[src/design/mad_consts.svh]
// constants of the microcode execution datapath: field positions, codes, bit positions, reset values
// assumes nothing; included by the package and by the design files
`ifndef MAD_CONSTS_SVH
`define MAD_CONSTS_SVH

// instruction word fields
`define MAD_F_HI 15
`define MAD_F_LO 12
`define MAD_D_HI 11
`define MAD_D_LO 8
`define MAD_S_HI 7
`define MAD_S_LO 4
`define MAD_M_HI 3
`define MAD_M_LO 0
`define MAD_K_HI 7
`define MAD_K_LO 0

// mode bits
`define MAD_M_UPD 3
`define MAD_M_OPT 2

// function codes
`define MAD_FN_TRANSFER 4'h0
`define MAD_FN_JUMP 4'h1
`define MAD_FN_SHIFT 4'h3
`define MAD_FN_ADD 4'h4
`define MAD_FN_SUB 4'h5
`define MAD_FN_LOG1 4'h6
`define MAD_FN_LOG2 4'h7
`define MAD_FN_ADDK 4'h8
`define MAD_FN_SUBK 4'h9
`define MAD_FN_LDK1 4'hA
`define MAD_FN_LDK2 4'hB
`define MAD_FN_BRANCH 4'hC

// carry options in mode bits 1-0
`define MAD_CY_FORCE 2'h0
`define MAD_CY_HOLD 2'h1
`define MAD_CY_EAC 2'h2
`define MAD_CY_NONE 2'h3

// shift fill codes in mode bits 1-0
`define MAD_FILL_ZERO 2'h0
`define MAD_FILL_SIGN 2'h1
`define MAD_FILL_SAVE 2'h2
`define MAD_FILL_SER 2'h3

// selector codes
`define MAD_S1_EXT_LAST 4'h6
`define MAD_S1_CHECK 4'h7
`define MAD_S2_HOLD 4'h0
`define MAD_S2_CONDITION_FLAGS_REGISTER 4'h1
`define MAD_S2_DISP 4'h2
`define MAD_S2_CONSOLE 4'h3
`define MAD_D2_ADDR 4'h0
`define MAD_D2_CONDITION_FLAGS_REGISTER 4'h1
`define MAD_D2_DISP 4'h2
`define MAD_D2_CYC 4'h3
`define MAD_D2_CHECK 4'h8
`define MAD_ACC_BIT 3

// condition register bits
`define MAD_C_SHSAVE 15
`define MAD_C_POS 14
`define MAD_C_ZERO 13
`define MAD_C_CARRY 10

// branch selectors
`define MAD_BR_POS 4'h0
`define MAD_BR_ZERO 4'h1
`define MAD_BR_CARRY 4'h4
`define MAD_BR_SHSAVE 4'h7
`define MAD_BR_NZERO 4'h8
`define MAD_BR_CYCFULL 4'h9
`define MAD_BR_PAREVEN 4'hA
`define MAD_BR_NREADY 4'hB
`define MAD_BR_ZFRAME 4'hC
`define MAD_BR_READY 4'hD
`define MAD_BR_TRUE 4'hE
`define MAD_BR_FALSE 4'hF

// reset values
`define MAD_RST_WORD 16'h0000
`define MAD_RST_BIT 1'b0

`endif

[src/design/mad_pkg.sv]
// types of the microcode execution datapath
// assumes mad_consts.svh on the include path
`include "mad_consts.svh"

package mad_pkg;
    typedef logic [15:0] mad_word_t;

    typedef enum logic [3:0] {
        MAD_TRANSFER = `MAD_FN_TRANSFER,
        MAD_JUMP = `MAD_FN_JUMP,
        MAD_SHIFT = `MAD_FN_SHIFT,
        MAD_ADD = `MAD_FN_ADD,
        MAD_SUB = `MAD_FN_SUB,
        MAD_LOG1 = `MAD_FN_LOG1,
        MAD_LOG2 = `MAD_FN_LOG2,
        MAD_ADDK = `MAD_FN_ADDK,
        MAD_SUBK = `MAD_FN_SUBK,
        MAD_LDK1 = `MAD_FN_LDK1,
        MAD_LDK2 = `MAD_FN_LDK2,
        MAD_BRANCH = `MAD_FN_BRANCH
    } mad_fn_t;
endpackage

[src/design/mad_alu_if.sv]
// operand and result bundle between the datapath controller and its arithmetic unit
// assumes mad_pkg compiled first
`timescale 1ns/1ps

interface mad_alu_if;
    import mad_pkg::*;
    logic [3:0] fn;
    logic [3:0] mode;
    logic [7:0] konst;
    mad_word_t src;
    mad_word_t acc;
    logic carry_hold;
    logic shift_save;
    logic serial_in;
    mad_word_t result;
    logic carry;
    logic shift_out;

    modport ctl (output fn, mode, konst, src, acc, carry_hold, shift_save, serial_in,
                 input result, carry, shift_out);
    modport alu (input fn, mode, konst, src, acc, carry_hold, shift_save, serial_in,
                 output result, carry, shift_out);
endinterface

[src/design/mad_alu.sv]
// combinational arithmetic, logic, shift and transfer unit of the execution datapath
// assumes the controller has already picked the source word and the implicit accumulator
`timescale 1ns/1ps
`include "mad_consts.svh"

module mad_alu (
    mad_alu_if.alu bus
);
    import mad_pkg::*;

    wire [3:0] m = bus.mode;
    wire [15:0] s = bus.src;
    wire [15:0] a = bus.acc;
    wire [15:0] k16 = {8'h00, bus.konst};

    // transfer, rotated by a byte when asked
    wire [15:0] xfer = m[`MAD_M_OPT] ? {s[7:0], s[15:8]} : s;

    // shift by one with the four fill options; the save bit comes from the previous shift
    wire fill = (m[1:0] == `MAD_FILL_ZERO) ? 1'b0 :
                (m[1:0] == `MAD_FILL_SIGN) ? (m[`MAD_M_OPT] ? s[15] : s[15]) :
                (m[1:0] == `MAD_FILL_SAVE) ? bus.shift_save : bus.serial_in;
    wire [15:0] shl = {s[14:0], fill};
    wire [15:0] shr = {fill, s[15:1]};
    wire sh_out = m[`MAD_M_OPT] ? s[0] : s[15];

    // add and subtract share one adder; subtract adds the complemented source
    wire is_sub = (bus.fn == `MAD_FN_SUB);
    wire [15:0] add_x = m[`MAD_M_OPT] ? {16{m[0]}} : a;
    wire [15:0] sub_x = m[`MAD_M_OPT] ? `MAD_RST_WORD : a;
    wire [15:0] op_x = is_sub ? sub_x : add_x;
    wire [15:0] op_y = is_sub ? ~s : s;
    wire eac = (m[1:0] == `MAD_CY_EAC);
    wire cin = (m[1:0] == `MAD_CY_FORCE) ? 1'b1 :
               (m[1:0] == `MAD_CY_HOLD) ? bus.carry_hold : 1'b0;
    wire [16:0] raw = {1'b0, op_x} + {1'b0, op_y} + {16'h0000, cin};
    // end-around carry feeds the carry out back in; one pass cannot ripple out again
    wire [15:0] arith = raw[15:0] + {15'h0000, eac & raw[16]};

    // constant forms work on the accumulator alone
    wire [16:0] addk = {1'b0, a} + {1'b0, k16};
    wire [16:0] subk = {1'b0, a} + {1'b0, ~k16} + 17'h00001;

    // the two logic groups as eight-entry selections on mode bits 2-0
    wire [15:0] lg1 [8];
    wire [15:0] lg2 [8];
    assign lg1[0] = a ^ s;
    assign lg1[1] = ~(a & s);
    assign lg1[2] = a & ~s;
    assign lg1[3] = ~s;
    assign lg1[4] = a | s;
    assign lg1[5] = 16'hFFFF;
    assign lg1[6] = a;
    assign lg1[7] = a | ~s;
    assign lg2[0] = ~a & s;
    assign lg2[1] = ~a;
    assign lg2[2] = 16'h0000;
    assign lg2[3] = ~(a | s);
    assign lg2[4] = s;
    assign lg2[5] = ~a | s;
    assign lg2[6] = a & s;
    assign lg2[7] = ~(a ^ s);

    // result selection by function code
    assign bus.result = (bus.fn == `MAD_FN_TRANSFER) ? xfer :
                        (bus.fn == `MAD_FN_SHIFT) ? (m[`MAD_M_OPT] ? shr : shl) :
                        (bus.fn == `MAD_FN_ADD || is_sub) ? arith :
                        (bus.fn == `MAD_FN_LOG1) ? lg1[m[2:0]] :
                        (bus.fn == `MAD_FN_LOG2) ? lg2[m[2:0]] :
                        (bus.fn == `MAD_FN_ADDK) ? addk[15:0] :
                        (bus.fn == `MAD_FN_SUBK) ? subk[15:0] : k16;
    assign bus.carry = (bus.fn == `MAD_FN_ADD || is_sub) ? raw[16] :
                       (bus.fn == `MAD_FN_ADDK) ? addk[16] :
                       (bus.fn == `MAD_FN_SUBK) ? subk[16] : bus.carry_hold;
    assign bus.shift_out = sh_out;
endmodule

[src/design/mad_datapath.sv]
// execution datapath of a 16-bit microprogrammed controller: decode, register file, branch
// assumes one instruction word per instr_valid_i cycle and external regs on the same clock
// Overview of operation
// - word splits into function 15-12, destination 11-8, source 7-4, mode 3-0
// - primary source codes 0-6 select the seven external source registers
// - primary destinations 0-7 external registers, 10-17 octal accumulators
// - condition flags update only when mode bit 3 is set; a write to secondary destination 1 loads the register whatever the mode
// - transfer with mode bit 2 rotates the word left by eight
// - shift moves one place, left on mode bit 2 clear, right when set
// - fill 00 zero, 01 sign or circular, 11 serial input
// - fill 10 inserts the bit shifted out by the previous shift
// - add source plus accumulator with four carry options, bit 2 fixed operand
// - subtract source from accumulator, same carries, bit 2 uses positive zero
// - logic one codes 0-3: xor, nand, and-not, not source
// - logic one codes 4-7: or, all ones, accumulator, or-not
// - logic two codes 0-3: not-acc and, not acc, zeros, nor
// - logic two codes 4-7: source, not-acc or, and, xnor
// - add constant adds the low byte to the accumulator
// - subtract constant takes the low byte from the accumulator
// - constant to primary destination clears bits above the low eight
// - constant to secondary destination clears higher bits
// - taken branch saves address to hold, replaces address low byte
// - untaken branch steps the whole 16-bit address on, hold untouched
// - branch positive tests condition bit 14, zero tests bit 13
// - branch carry tests bit 10, shift save tests bit 15
// - more selectors: not zero, cycle full, parity even, no frame, zero frame
// - last selectors: frame read, last test true, last test false
`timescale 1ns/1ps
`include "mad_consts.svh"

module mad_datapath #(
    parameter int WIDTH = 16
) (
    input wire logic clk_i,
    input wire logic arst_n_i,
    input wire logic instr_valid_i,
    input wire mad_pkg::mad_word_t instr_i,
    input wire logic [6:0][15:0] prim_src_i,
    input wire mad_pkg::mad_word_t console_mode_i,
    input wire logic serial_in_i,
    input wire logic parity_even_i,
    input wire logic frame_ready_i,
    input wire logic zero_frame_i,
    input wire logic test_true_i,
    output logic [7:0] prim_dst_wr_o,
    output mad_pkg::mad_word_t prim_dst_data_o,
    output mad_pkg::mad_word_t instr_addr_o,
    output mad_pkg::mad_word_t hold_o,
    output mad_pkg::mad_word_t condition_flags_register_o,
    output mad_pkg::mad_word_t display_o,
    output mad_pkg::mad_word_t cycle_count_o,
    output mad_pkg::mad_word_t check_o
);
    import mad_pkg::*;

    mad_alu_if alu_bus ();

    mad_alu u_alu (
        .bus(alu_bus)
    );

    // instruction fields
    wire [3:0] fn = instr_i[`MAD_F_HI:`MAD_F_LO];
    wire [3:0] dcode = instr_i[`MAD_D_HI:`MAD_D_LO];
    wire [3:0] scode = instr_i[`MAD_S_HI:`MAD_S_LO];
    wire [3:0] mode = instr_i[`MAD_M_HI:`MAD_M_LO];
    wire [7:0] konst = instr_i[`MAD_K_HI:`MAD_K_LO];

    // state
    mad_word_t acc_r [8];
    mad_word_t condition_flags_register_r;
    mad_word_t disp_r;
    logic [WIDTH-1:0] cyc_r;
    mad_word_t check_r;
    mad_word_t addr_r;
    mad_word_t hold_r;
    logic shsave_r;
    logic [7:0] dwr_r;
    mad_word_t ddata_r;

    // function class decode
    wire is_xfer = (fn == `MAD_FN_TRANSFER);
    wire is_shift = (fn == `MAD_FN_SHIFT);
    wire is_branch = (fn == `MAD_FN_BRANCH);
    wire is_ldk2 = (fn == `MAD_FN_LDK2);
    wire upd_class = is_xfer || is_shift || (fn >= `MAD_FN_ADD && fn <= `MAD_FN_LOG2);
    wire prim_class = upd_class || (fn >= `MAD_FN_ADDK && fn <= `MAD_FN_LDK1);
    wire to_sec = (is_xfer && mode[1]) || is_ldk2;
    wire to_prim = prim_class && !(is_xfer && mode[1]);
    wire use_s2 = is_xfer && mode[0];

    // primary source selection; codes above 7 read the accumulators
    wire [15:0] s1_word = scode[`MAD_ACC_BIT] ? acc_r[scode[2:0]] :
                          (scode == `MAD_S1_CHECK) ? check_r : prim_src_i[scode[2:0]];
    wire [15:0] s2_word = (scode == `MAD_S2_HOLD) ? hold_r :
                          (scode == `MAD_S2_CONDITION_FLAGS_REGISTER) ? condition_flags_register_r :
                          (scode == `MAD_S2_DISP) ? disp_r :
                          (scode == `MAD_S2_CONSOLE) ? console_mode_i : `MAD_RST_WORD;

    // operands to the arithmetic unit; the first accumulator is always the second operand
    assign alu_bus.fn = fn;
    assign alu_bus.mode = mode;
    assign alu_bus.konst = konst;
    assign alu_bus.src = use_s2 ? s2_word : s1_word;
    assign alu_bus.acc = acc_r[0];
    assign alu_bus.carry_hold = condition_flags_register_r[`MAD_C_CARRY];
    assign alu_bus.shift_save = shsave_r;
    assign alu_bus.serial_in = serial_in_i;
    wire [15:0] res = alu_bus.result;

    // destination decode
    wire wr_prim = instr_valid_i && to_prim;
    wire wr_sec = instr_valid_i && to_sec;
    wire wr_acc = wr_prim && dcode[`MAD_ACC_BIT];
    wire wr_ext = wr_prim && !dcode[`MAD_ACC_BIT];
    wire wr_addr = wr_sec && (dcode == `MAD_D2_ADDR);
    wire wr_condition_flags_register = wr_sec && (dcode == `MAD_D2_CONDITION_FLAGS_REGISTER);
    wire wr_disp = wr_sec && (dcode == `MAD_D2_DISP);
    wire wr_cyc = wr_sec && (dcode == `MAD_D2_CYC);
    wire wr_check = wr_sec && (dcode == `MAD_D2_CHECK);

    // condition flags from the result; the shift save bit follows the latest shift
    wire shsave_nxt = (instr_valid_i && is_shift) ? alu_bus.shift_out : shsave_r;
    wire upd = instr_valid_i && upd_class && mode[`MAD_M_UPD];
    wire [15:0] condition_flags_register_flags = {shsave_nxt, ~res[15], (res == `MAD_RST_WORD), condition_flags_register_r[12:11],
                              alu_bus.carry, condition_flags_register_r[9:0]};
    // an explicit write to the condition register overrides the flag update
    wire [15:0] condition_flags_register_nxt = wr_condition_flags_register ? res : (upd ? condition_flags_register_flags : condition_flags_register_r);

    // branch condition selection
    wire [15:0] bsel;
    assign bsel[`MAD_BR_POS] = condition_flags_register_r[`MAD_C_POS];
    assign bsel[`MAD_BR_ZERO] = condition_flags_register_r[`MAD_C_ZERO];
    assign bsel[2] = 1'b0;
    assign bsel[3] = 1'b0;
    assign bsel[`MAD_BR_CARRY] = condition_flags_register_r[`MAD_C_CARRY];
    assign bsel[5] = 1'b0;
    assign bsel[6] = 1'b0;
    assign bsel[`MAD_BR_SHSAVE] = condition_flags_register_r[`MAD_C_SHSAVE];
    assign bsel[`MAD_BR_NZERO] = !condition_flags_register_r[`MAD_C_ZERO];
    assign bsel[`MAD_BR_CYCFULL] = &cyc_r;
    assign bsel[`MAD_BR_PAREVEN] = parity_even_i;
    assign bsel[`MAD_BR_NREADY] = !frame_ready_i;
    assign bsel[`MAD_BR_ZFRAME] = zero_frame_i;
    assign bsel[`MAD_BR_READY] = frame_ready_i;
    assign bsel[`MAD_BR_TRUE] = test_true_i;
    assign bsel[`MAD_BR_FALSE] = !test_true_i;
    wire taken = instr_valid_i && is_branch && bsel[dcode];

    // next instruction address: branch, secondary write, or sequential step
    wire [15:0] addr_step = addr_r + 16'h0001;
    wire [15:0] addr_nxt = taken ? {addr_r[15:8], konst} :
                           wr_addr ? res :
                           instr_valid_i ? addr_step : addr_r;

    // accumulators, one register per entry
    for (genvar i = 0; i < 8; i++) begin : g_acc
        always_ff @(posedge clk_i or negedge arst_n_i) begin
            if (!arst_n_i) begin
                acc_r[i] <= `MAD_RST_WORD;
            end else if (wr_acc && dcode[2:0] == 3'(i)) begin
                acc_r[i] <= res;
            end
        end
    end

    // control words and sequencing
    always_ff @(posedge clk_i or negedge arst_n_i) begin
        if (!arst_n_i) begin
            condition_flags_register_r <= `MAD_RST_WORD;
            addr_r <= `MAD_RST_WORD;
            hold_r <= `MAD_RST_WORD;
            shsave_r <= `MAD_RST_BIT;
        end else begin
            condition_flags_register_r <= condition_flags_register_nxt;
            addr_r <= addr_nxt;
            shsave_r <= shsave_nxt;
            if (taken) begin
                hold_r <= addr_r;
            end
        end
    end

    // secondary destinations; unassigned codes write nothing
    always_ff @(posedge clk_i or negedge arst_n_i) begin
        if (!arst_n_i) begin
            disp_r <= `MAD_RST_WORD;
            cyc_r <= '0;
            check_r <= `MAD_RST_WORD;
        end else begin
            if (wr_disp) begin
                disp_r <= res;
            end
            if (wr_cyc) begin
                cyc_r <= res[WIDTH-1:0];
            end
            if (wr_check) begin
                check_r <= res;
            end
        end
    end

    // external primary destinations: one-cycle strobe with registered data
    wire [7:0] dwr_nxt = wr_ext ? (8'h01 << dcode[2:0]) : 8'h00;
    always_ff @(posedge clk_i or negedge arst_n_i) begin
        if (!arst_n_i) begin
            dwr_r <= 8'h00;
            ddata_r <= `MAD_RST_WORD;
        end else begin
            dwr_r <= dwr_nxt;
            if (wr_ext) begin
                ddata_r <= res;
            end
        end
    end

    assign prim_dst_wr_o = dwr_r;
    assign prim_dst_data_o = ddata_r;
    assign instr_addr_o = addr_r;
    assign hold_o = hold_r;
    assign condition_flags_register_o = condition_flags_register_r;
    assign display_o = disp_r;
    assign cycle_count_o = cyc_r;
    assign check_o = check_r;

    wire [15:0] s1_rot = {s1_word[7:0], s1_word[15:8]};
    wire [15:0] acc0_plus_k = acc_r[0] + {8'h00, konst};
    wire [15:0] acc0_minus_k = acc_r[0] - {8'h00, konst};
    wire shift_left_out = s1_word[15];
    wire xfer_rot_ext = instr_valid_i && is_xfer && mode == 4'h4 && !dcode[`MAD_ACC_BIT];
    wire log2_zero_acc = instr_valid_i && fn == `MAD_FN_LOG2 && mode[2:0] == 3'h2 && dcode[`MAD_ACC_BIT];
endmodule

[config.mk]
export PLATFORM = sky130hd
export DESIGN_NAME = mad_datapath
export DESIGN_NICKNAME = d
export VERILOG_FILES = /design/src/design/mad_pkg.sv /design/src/design/mad_alu_if.sv /design/src/design/mad_alu.sv /design/src/design/mad_datapath.sv
export VERILOG_INCLUDE_DIRS = /design/src /design/src/design
export SDC_FILE = /design/constraint.sdc
export NUM_CORES = 1
export LEC_CHECK = 0
export BUFFER_PORTS_ARGS = -buffer_cell sky130_fd_sc_hd__buf_4
export CAP_MARGIN = 20
export CORE_ASPECT_RATIO = 1.25
export CORE_MARGIN = 10
export CORE_UTILIZATION = 45
export CTS_BUF_LIST = sky130_fd_sc_hd__clkbuf_8 sky130_fd_sc_hd__clkbuf_16
export CTS_CLUSTER_SIZE = 16
export DETAILED_ROUTE_END_ITERATION = 10
export GPL_TIMING_DRIVEN = 0
export PLACE_DENSITY = 0.75
export SYNTH_ARGS = -nofsm -noshare
export SYNTH_HDL_FRONTEND = slang
export SYNTH_SLANG_ARGS = --single-unit
[constraint.sdc]
create_clock -name clk_i -period 7.75 [get_ports clk_i]
set_input_delay 0.3875 -clock clk_i [delete_from_list [all_inputs] [get_ports clk_i]]
set_output_delay 0.3875 -clock clk_i [all_outputs]
set_load 0.1 [all_outputs]
# Yosys cells after proc, flatten, opt, wreduce, memory -nomap -nowiden
# Cells that the tools add are included.
[word_totals]
reg_bits = 249
output_inout_bits = 120
[classes]
add_sub_neg = 7
n_lt_le_gt_ge = 8
eq_ne = 26
shifts = 1
mux = 49
bitwise_logic = 18
reduce_logical = 50
[op_table]
columns = ["operator", "n"]
rows = [
  ["two-way mux 16 bit", 31],
  ["binary-select mux 16 bit (select 3 bit)", 4],
  ["inverter 16 bit", 5],
  ["bitwise AND 16 bit", 3],
  ["OR 16 bit", 3],
  ["adder 16 x 16 -> 17 bit", 2],
  ["logical AND 1 bit", 27],
  ["== test 4 x 2 -> 1 bit (second input constant)", 5],
  ["== test 4 x 3 -> 1 bit (second input constant)", 5],
  ["== test 4 bit (second input constant)", 5],
  ["adder 16 x 8 -> 17 bit", 1],
  ["adder 17 x 1 -> 17 bit", 1],
  ["adder 17 x 1 -> 17 bit (second input constant)", 1],
  ["adder 16 x 1 -> 16 bit", 1],
  ["adder 16 x 1 -> 16 bit (second input constant)", 1],
  ["logical NOT 16 bit", 1],
  ["two-way mux 8 bit", 2],
  ["inverter 8 -> 16 bit", 1],
  ["AND reduction 16 bit", 1],
  ["XOR 16 bit", 1],
  ["== test 3 bit (second input constant)", 4],
  ["greater-or-equal comparator 4 bit (second input constant)", 3],
  ["logical NOT 4 bit", 3],
  ["two-way mux 1 bit", 11],
  ["other kinds (23)", 37],
]

# Depth between registers and ports, before layout
# Gate-level depths: netlist (run 1).
[logic_depth]
depth_word = 19
mapped_depth = 31

# Modules after synthesis
# From an unflattened synthesis (run 1), not the netlist that was laid out.
[unflattened]
hier_cells = 1781
area_unflattened_um2 = 19169.6
[by_module_without_submodules]
columns = ["mod", "instances", "cells_per_inst", "area_per_inst_um2", "seq_area_each_um2"]
rows = [
  ["mad_datapath", 1, 904, 12712.2, 6231.0],
  ["mad_alu", 1, 877, 6457.4, 0.0],
]

# Worst setup path after synthesis (run 1)
# Ideal clock, no wire load.
[synth_path]
kind = "input to register"
start = "input port instr_i[6]"
end = "register disp_r[12], in the netlist display_o[12]"
setup_ns = 0.069
t_arrival_ns = 6.125
t_required_ns = 7.681
path_slack_ns = 1.555
stages = 27
path_cell_list = "buf_2 > buf_4 > buf_4 > mux2i_1 > o22ai_1 > a211oi_1 > o31a_1 > xor2_1 > fa_1 > fa_1 > nor2b_1 > o2111a_1 > o31a_1 > nor2_1 > a211o_1 > o21bai_1 > a21oi_1 > nor2_1 > ha_1 > ha_1 > nand4_1 > nor4_1 > nand3_1 > xnor2_1 > a211oi_1 > clkbuf_1 > mux2_2"
[synth_via]
elab_chain_len = 16
word_cells_on_any_way = 53
[synth_rtl]
columns = ["item", "line_no", "text"]
rows = [
  ["start: declaration", "mad_datapath.sv:37", "input wire mad_pkg::mad_word_t instr_i,"],
  ["parallel branches: the longest is 15 deep, another holds adder 16 x 16 -> 17 bit", "--", ""],
  ["two-way mux 16 bit *", "mad_alu.sv:65", "assign bus.result = (bus.fn == `MAD_FN_TRANSFER) ? xfer :"],
  ["end signal: assignment", "mad_datapath.sv:187", "disp_r <= `MAD_RST_WORD;"],
  ["end signal: assignment", "mad_datapath.sv:192", "disp_r <= res;"],
  ["end: declaration", "mad_datapath.sv:72", "mad_word_t disp_r;"],
]
# Every way passes the cells marked *. The select of a mux whose other input is x is not followed.
# A chain may end at the register's enable or synchronous reset.

# Worst setup path after layout (run 1)
[layout_path]
start = "register acc_r, in the netlist alu_bus.acc[9]"
end = "register acc_r, in the netlist alu_bus.acc[5]"
[layout_via]
elab_chain_len = 14
word_cells_on_any_way = 17
[layout_rtl]
columns = ["item", "line_no", "text"]
rows = [
  ["start: declaration", "mad_datapath.sv:70", "mad_word_t acc_r [8];"],
  ["start signal: indexed assignment", "mad_datapath.sv:160", "acc_r[i] <= `MAD_RST_WORD;"],
  ["start signal: indexed assignment", "mad_datapath.sv:162", "acc_r[i] <= res;"],
  ["binary-select mux 16 bit (select 3 bit)", "mad_datapath.sv:93", "wire [15:0] s1_word = scode[`MAD_ACC_BIT] ? acc_r[scode[2:0]] :"],
  ["two-way mux 16 bit (implied by the code) (2 in a row)", "mad_datapath.sv:93", ""],
  ["two-way mux 16 bit", "mad_datapath.sv:93", ""],
  ["two-way mux 16 bit", "mad_datapath.sv:104", "assign alu_bus.src = use_s2 ? s2_word : s1_word;"],
  ["inverter 16 bit", "mad_alu.sv:32", "wire [15:0] op_y = is_sub ? ~s : s;"],
  ["two-way mux 16 bit", "mad_alu.sv:32", ""],
  ["adder 16 x 16 -> 17 bit *", "mad_alu.sv:36", "wire [16:0] raw = {1'b0, op_x} + {1'b0, op_y} + {16'h0000, cin};"],
  ["adder 17 x 1 -> 17 bit *", "mad_alu.sv:36", ""],
  ["bitwise AND 1 bit *", "mad_alu.sv:38", "wire [15:0] arith = raw[15:0] + {15'h0000, eac & raw[16]};"],
  ["adder 16 x 1 -> 16 bit *", "mad_alu.sv:38", ""],
  ["two-way mux 16 bit *", "mad_alu.sv:67", "(bus.fn == `MAD_FN_ADD || is_sub) ? arith :"],
  ["two-way mux 16 bit *", "mad_alu.sv:66", "(bus.fn == `MAD_FN_SHIFT) ? (m[`MAD_M_OPT] ? shr : shl) :"],
  ["two-way mux 16 bit *", "mad_alu.sv:65", ""],
]
# Mark *: on every way between the ends. The rest lies on a longest branch, timed or not. The select of a mux whose other input is x is not followed.

==> results of run 1 <==
==> power by group <==
group / switching (mW) / internal, mW
logic: 1.96 / 0.847
clock network: 0.536 / 0.612
registers: 0.287 / 1.54
total: 2.79 / 3.00
==> kinds of logic after synthesis <==
kind of cell	count (synthesis)	synth area share, %
compound gates	596	20.2
buf+inv	245	5.51
flops	249	32.1
xor+xnor	53	2.39
mux	203	15.0
simple gates	784	18.0
fa+ha+maj	103	6.80
==> flip-flops by register name, indices dropped and copies added, names as in the netlist <==
| register | count |
|---|---|
| display_o | 16 |
| prim_dst_data_o | 16 |
| hold_o | 16 |
| check_o | 16 |
| alu_bus.acc | 16 |
| cycle_count_o | 16 |
| prim_dst_wr_o | 8 |
| alu_bus.shift_save | 1 |
| acc_r | 112 |
| instr_addr_o | 16 |
| condition_flags_register_o | 16 |
==> cells in the final DEF, fill, tap and decap left out, drive strengths merged, types with 15 or more instances in the layout <==
master,n
nand2,423
buf,340
dfrtp,249
o21ai,191
clkbuf,138
nor2,135
a21oi,115
ha,99
mux2,81
inv,75
mux2i,62
mux4,60
nor3,43
o22ai,35
xnor2,34
a211oi,31
nand3,30
nor2b,29
a221oi,23
and2,20
xor2,19
o211ai,19
nand2b,18
a31oi,18
and3,16
nand4,15
==> repair_timing <==
| action | 4_1_cts | 5_1_grt |
|---|---|---|
| hold endpoints to repair | 126 | 0 |
| endpoints found under the setup margin | 118 | 153 |
| pin swaps | 1 | 2 |
| hold buffers | 1 | 0 |
| setup buffers | 1 | 2 |
| gates resized for setup | 17 | 36 |
==> tightest hold or removal path, stage by stage <==
cell and delay, ns:
buf_4 0.16, nand2_1 0.07, a31oi_1 0.07
==> through the flow <==
stage	setup slack [ns]	hold slack (ns)	instance area (sq um)	total power, mW	setup TNS, ns
floorplan	1.56	0.0919	19400	3.58	0
CTS	0.00952	0.177	23100	5.66	0
detailed placement	-1.66	0.459	22300	4.52	-132.56
global placement	-1.89	0.452	22100	4.46	-181.65
global route	0.0292	0.181	23200	5.95	0
finish	0.220	0.173	23200	5.78	0
==> worst paths after layout <==
kind,depth (start not counted),slack (ns),endpoint,start
setup / recovery,25,0.22,alu_bus.acc[5]$_DFFE_PN0P_,alu_bus.acc[9]$_DFFE_PN0P_
hold / removal,3,0.17,instr_addr_o[3]$_DFFE_PN0P_,instr_i[3]
setup reg to reg,25,0.22,alu_bus.acc[5]$_DFFE_PN0P_,alu_bus.acc[9]$_DFFE_PN0P_
hold reg to reg,2,0.48,acc_r[41]$_DFFE_PN0P_,acc_r[41]$_DFFE_PN0P_
max in group asynchronous,4,6.08,prim_dst_wr_o[0]$_DFF_PN0_,arst_n_i
min in group asynchronous,3,0.50,cycle_count_o[13]$_DFFE_PN0P_,arst_n_i
==> final cells by class <==
cell class,instances,area [sq um],share of cell area (%)
clock inverters,12,68.8,0.296
clock buffers,29,669,2.88
inverters,74,278,1.19
diodes,2,5.00,0.0215
well taps,565,707,3.04
repair buffers,282,2170,9.33
plain buffers,170,820,3.52
flip-flops and latches,249,6230,26.8
multi-input cells,1739,12300,52.9
==> routing by layer <==
metal | vias to the layer above | part of all wire, % | global-route usage (%)
li1 | 8695 | - | -
met1 | 10100 | 34 | 41.6
met2 | 1532 | 46 | 59.0
met3 | 443 | 10 | 9.95
met4 | 4 | 9.6 | 31.7
met5 | - | 0.022 | 0
==> flow_summary.yaml, run 1 <==
grt:
  grt_pass1_vias: 20600
  grt_usage_pct: 37.5
  grt_pass1_wl_mm: 143
  grt_max_degree: 128
  antenna_found_initial: 4
  gr-total-overflow: 0
sta:
  worst_pin_slew_ns: 1.31
  slew_headroom_pct: 12.7
  fin_crit_sh_pct: 97.2
  fin_crit_ns: 7.53
  fmax_mhz: 133
  finalClockSkew_ns: 0.0328
  hold_viol: 0
  maxSlewViolCount: 0
  setup_viol: 0
  rsz0062_at_grt: "no"
pwr:
  p_leak_nw: 10.7
  peakVddDrop_uv: 199
  powerDensity_nw_per_um2: 249
cells_and_area:
  layout-drive-gt1-share_pct: 22.0
  fill_cells: 3939
  fin_util_pct: 54.2
  final_cells: 3122
  synthToLayoutAreaGrowth_pct: 19.8
  nNetsFinal: 2795
die:
  die_y_um: 252
  num_rows: 85
  core_area_sq_um: 42900
  io_pins: 272
  dieArea_sq_um: 51900
  start_util_pct: 45.3
  die_x_um: 206
worst_setup_path:
  crit_path_max_incr_delay_ns: 0.66
  path_class: "reg2reg"
  cp_top_family: "compound AO/OA/AOI/OAI gates"
  path_buf_inv: 4
  critical_path_required_ns: 8.22
  crit_fanout: 10
  endpoint_kind: "flip-flop"
  cp.arrival_ns: 8.00
  cp-start-kind: "flip-flop"
  crit_slowest_cell: "clkdlybuf4s15_1"
synthesis:
  synth.most_common_cell: "nand2_1"
  synth_area_leaders: "dfrtp_1 (32%), nand2_1 (8.2%), ha_1 (6.4%)"
  ys_ff_latch: 249
  yosys_warnings: 0
  synth_top_area_share_pct: 32.1
  synth_cell_types: 96
  synth_commonest_cells: "nand2_1 (423), dfrtp_1 (249), o21ai_0 (178)"
  yosysTopAreaCell: "dfrtp_1"
  syn_nets: 2488
  synth_cells: 2233
  yosysSeqAreaShare_pct: 32.1
  synth_edf_count: 0
  synth_area_sq_um: 19400
  synth_ff_type: "dfrtp_1"
  synthArstFlopShare_pct: 100
  avgSynthCellArea_sq_um: 8.69
clock_tree:
  cts-htree-levels: 1
  clock_path_buffers: 3
  cts_root_buffer: "clkbuf_16"
  cts_tree: "built"
  clkTransAtPathRegs_ns: 0.07
  clk_latency_ns: 0.56
  clock_sinks: 249
  cts_buffers: 24
place:
  io_buffer_count: 268
  hpwl_mm: 77.1
  dp_cells: 3075
  gp_congestion: 1.07
detailed_routing:
  drt_iter0_markers: 2531
  ant_nets: 0
  dr.pass1.iters: 8
  routed_wl_mm: 100
  wl_per_cell_um: 32.1
  num_vias: 20700
  viasPerCell: 6.64
  drc: 0
status:
  outcome: "completed"
job:
  maxCapViolCount: 0
hold_path:
  hold_class: "in2reg"
No activity file was read; power rests on OpenSTA's default activity.
==> run 2, diff against run 1 <==
GPL_TIMING_DRIVEN = not set   (was 0)
clock period = 7.95 ns   (was 7.75 ns; I/O delays follow)
==> run 2 against run 1 <==
Sequential share of layout area grew 0.28 points. Clock power grew 5%. Setup slack gained 0.89 ns. Wire length shrank 10%. Register-to-register slack gained 1.1 ns. Non-clock buffer count shrank 91. First-iteration DRC count shrank 14%. Hold slack gained 0.015 ns. Clock skew shrank 0.017 ns. Largest cell class unchanged. Largest power group unchanged.
==> flow_summary.yaml, run 2 (same netlist as run 1, synthesis figures left out) <==
detailed_routing:
  dr.pass1.iters: 8
  drt_iter0_markers: 2187
  viasPerCell: 6.54
  num_vias: 19800
  wl_per_cell_um: 29.7
  drc: 0
  ant_nets: 0
  routed_wl_mm: 90.0
clock_tree:
  clk_latency_ns: 0.56
  cts_root_buffer: "clkbuf_16"
  clock_path_buffers: 3
  cts-htree-levels: 1
  cts-resized-gates: 0
  cts_tree: "built"
  clkTransAtPathRegs_ns: 0.08
  clock_sinks: 249
  cts_buffers: 25
worst_setup_path:
  path_class: "in2reg"
  r2r-end: "instr_addr_o[3]$_DFFE_PN0P_"
  crit_fanout: 41
  cp.arrival_ns: 7.33
  endpoint_kind: "flip-flop"
  timing.rr.start: "alu_bus.acc[0]$_DFFE_PN0P_"
  crit_slowest_cell: "nor2_1"
  cp-start-kind: "input port"
  r2r_setup_slack_ns: 1.34
  cpMostUsedCell: "nor2_1"
  crit_path_max_incr_delay_ns: 0.81
  ff2ff_path_depth: 26
  critical_path_required_ns: 8.43
grt:
  grt_pass1_vias: 19700
  grt_max_degree: 125
  grt_pass1_wl_mm: 131
  gr-total-overflow: 0
  antenna_found_initial: 0
  grt_usage_pct: 33.7
sta:
  fmax_mhz: 146
  fin_crit_sh_pct: 86.1
  setup_viol: 0
  slew_headroom_pct: 24.9
  finalClockSkew_ns: 0.0156
  hold_viol: 0
  timing.final.ws_setup_ns: 1.11
  finalSetupTns_ns: 0
  worst_pin_slew_ns: 1.12
  fin_crit_ns: 6.84
  rsz0062_at_grt: "no"
  maxSlewViolCount: 0
die:
  num_rows: 85
  io_pins: 272
  dieArea_sq_um: 51900
  start_util_pct: 45.3
  core_area_sq_um: 42900
  die_y_um: 252
  die_x_um: 206
pwr:
  powerDensity_nw_per_um2: 245
  peakVddDrop_uv: 247
  p_leak_nw: 10.7
  finalPower_mw: 5.65
hold_path:
  hold_depth: 3
  min_from: "instr_i[3]"
  hold_end: "instr_addr_o[3]$_DFFE_PN0P_"
  hold_class: "in2reg"
cells_and_area:
  fin_util_pct: 53.7
  synthToLayoutAreaGrowth_pct: 18.6
  final_cell_mix: "nand2_1 (423), buf_4 (354), dfrtp_1 (249)"
  layout-drive-gt1-share_pct: 23.5
  diodes: 0
  top_register: "acc_r"
  nNetsFinal: 2705
  largest_reg_flops: 112
  final_common_cell: "nand2_1"
place:
  pre_cts_slack_ns: 0.737
  gp_congestion: 1.01
  hpwl_mm: 68.2
  io_buffer_count: 271
status:
  outcome: "completed"
job:
  maxCapViolCount: 0
## run 2: worst max-delay path by stage
stage	start	to	slack (ns)
detailed placement	instr_i[4]	condition_flags_register_o[13]$_DFFE_PN0P_	0.74
floorplan	instr_i[6]	display_o[12]$_DFFE_PN0P_	1.75
global placement	instr_i[4]	condition_flags_register_o[13]$_DFFE_PN0P_	0.82
CTS	instr_i[4]	condition_flags_register_o[13]$_DFFE_PN0P_	1.29
global route	instr_i[4]	prim_dst_data_o[15]$_DFFE_PN0P_	0.73
finish	instr_i[4]	instr_addr_o[3]$_DFFE_PN0P_	1.11
## run 2: critical path: cells and delay by family
| kind | cells | cell delay, ns |
|---|---|---|
| AOI/OAI and AO/OA | 12 | 2.69 |
| and+or+nand+nor | 8 | 2.36 |
| buffers and inverters | 3 | 0.77 |
| adders and majority gates | 2 | 0.60 |
| xor gates and xnor gates | 2 | 0.42 |
## run 2: cell type report
type / instances / area [sq um]
sequential: 249 / 6230
tap: 565 / 707
inverter: 74 / 278
timing repair buffer: 361 / 2760
clock buffer: 29 / 681
fill: 3891 / 19900
multi-input combinational: 1739 / 12200
clock inverter: 16 / 145
## run 2: metrics by stage
stage / instances / hold WS (ns) / area, sq um
global route: 3033 / 0.186 / 23000
detailed placement: 2983 / 0.458 / 22100
finish: 3033 / 0.188 / 23000
global placement: 2983 / 0.451 / 22100
floorplan: 2233 / 0.102 / 19400
CTS: 3029 / 0.171 / 23000
## run 2: repair_timing
| action | in CTS | in global routing |
|---|---|---|
| buffers inserted | 0 | 0 |
| hold endpoints to repair | 52 | 0 |
| hold buffers | 1 | 0 |
| setup endpoints to repair | 0 | 0 |
## run 2: layer usage
metal  part of all wire [%]  GRT usage, %
met5                      0             0
met4                    8.1          23.0
met3                    8.2          5.41
met2                     47          55.4
met1                     37          39.7
## run 2: where the power goes
group          switching, mW  leakage (nW)  total [mW]  internal, mW
Combinational           1.86          7.03        2.70         0.834
Sequential             0.237          3.28        1.74          1.50
Clock                  0.530         0.426        1.21         0.680
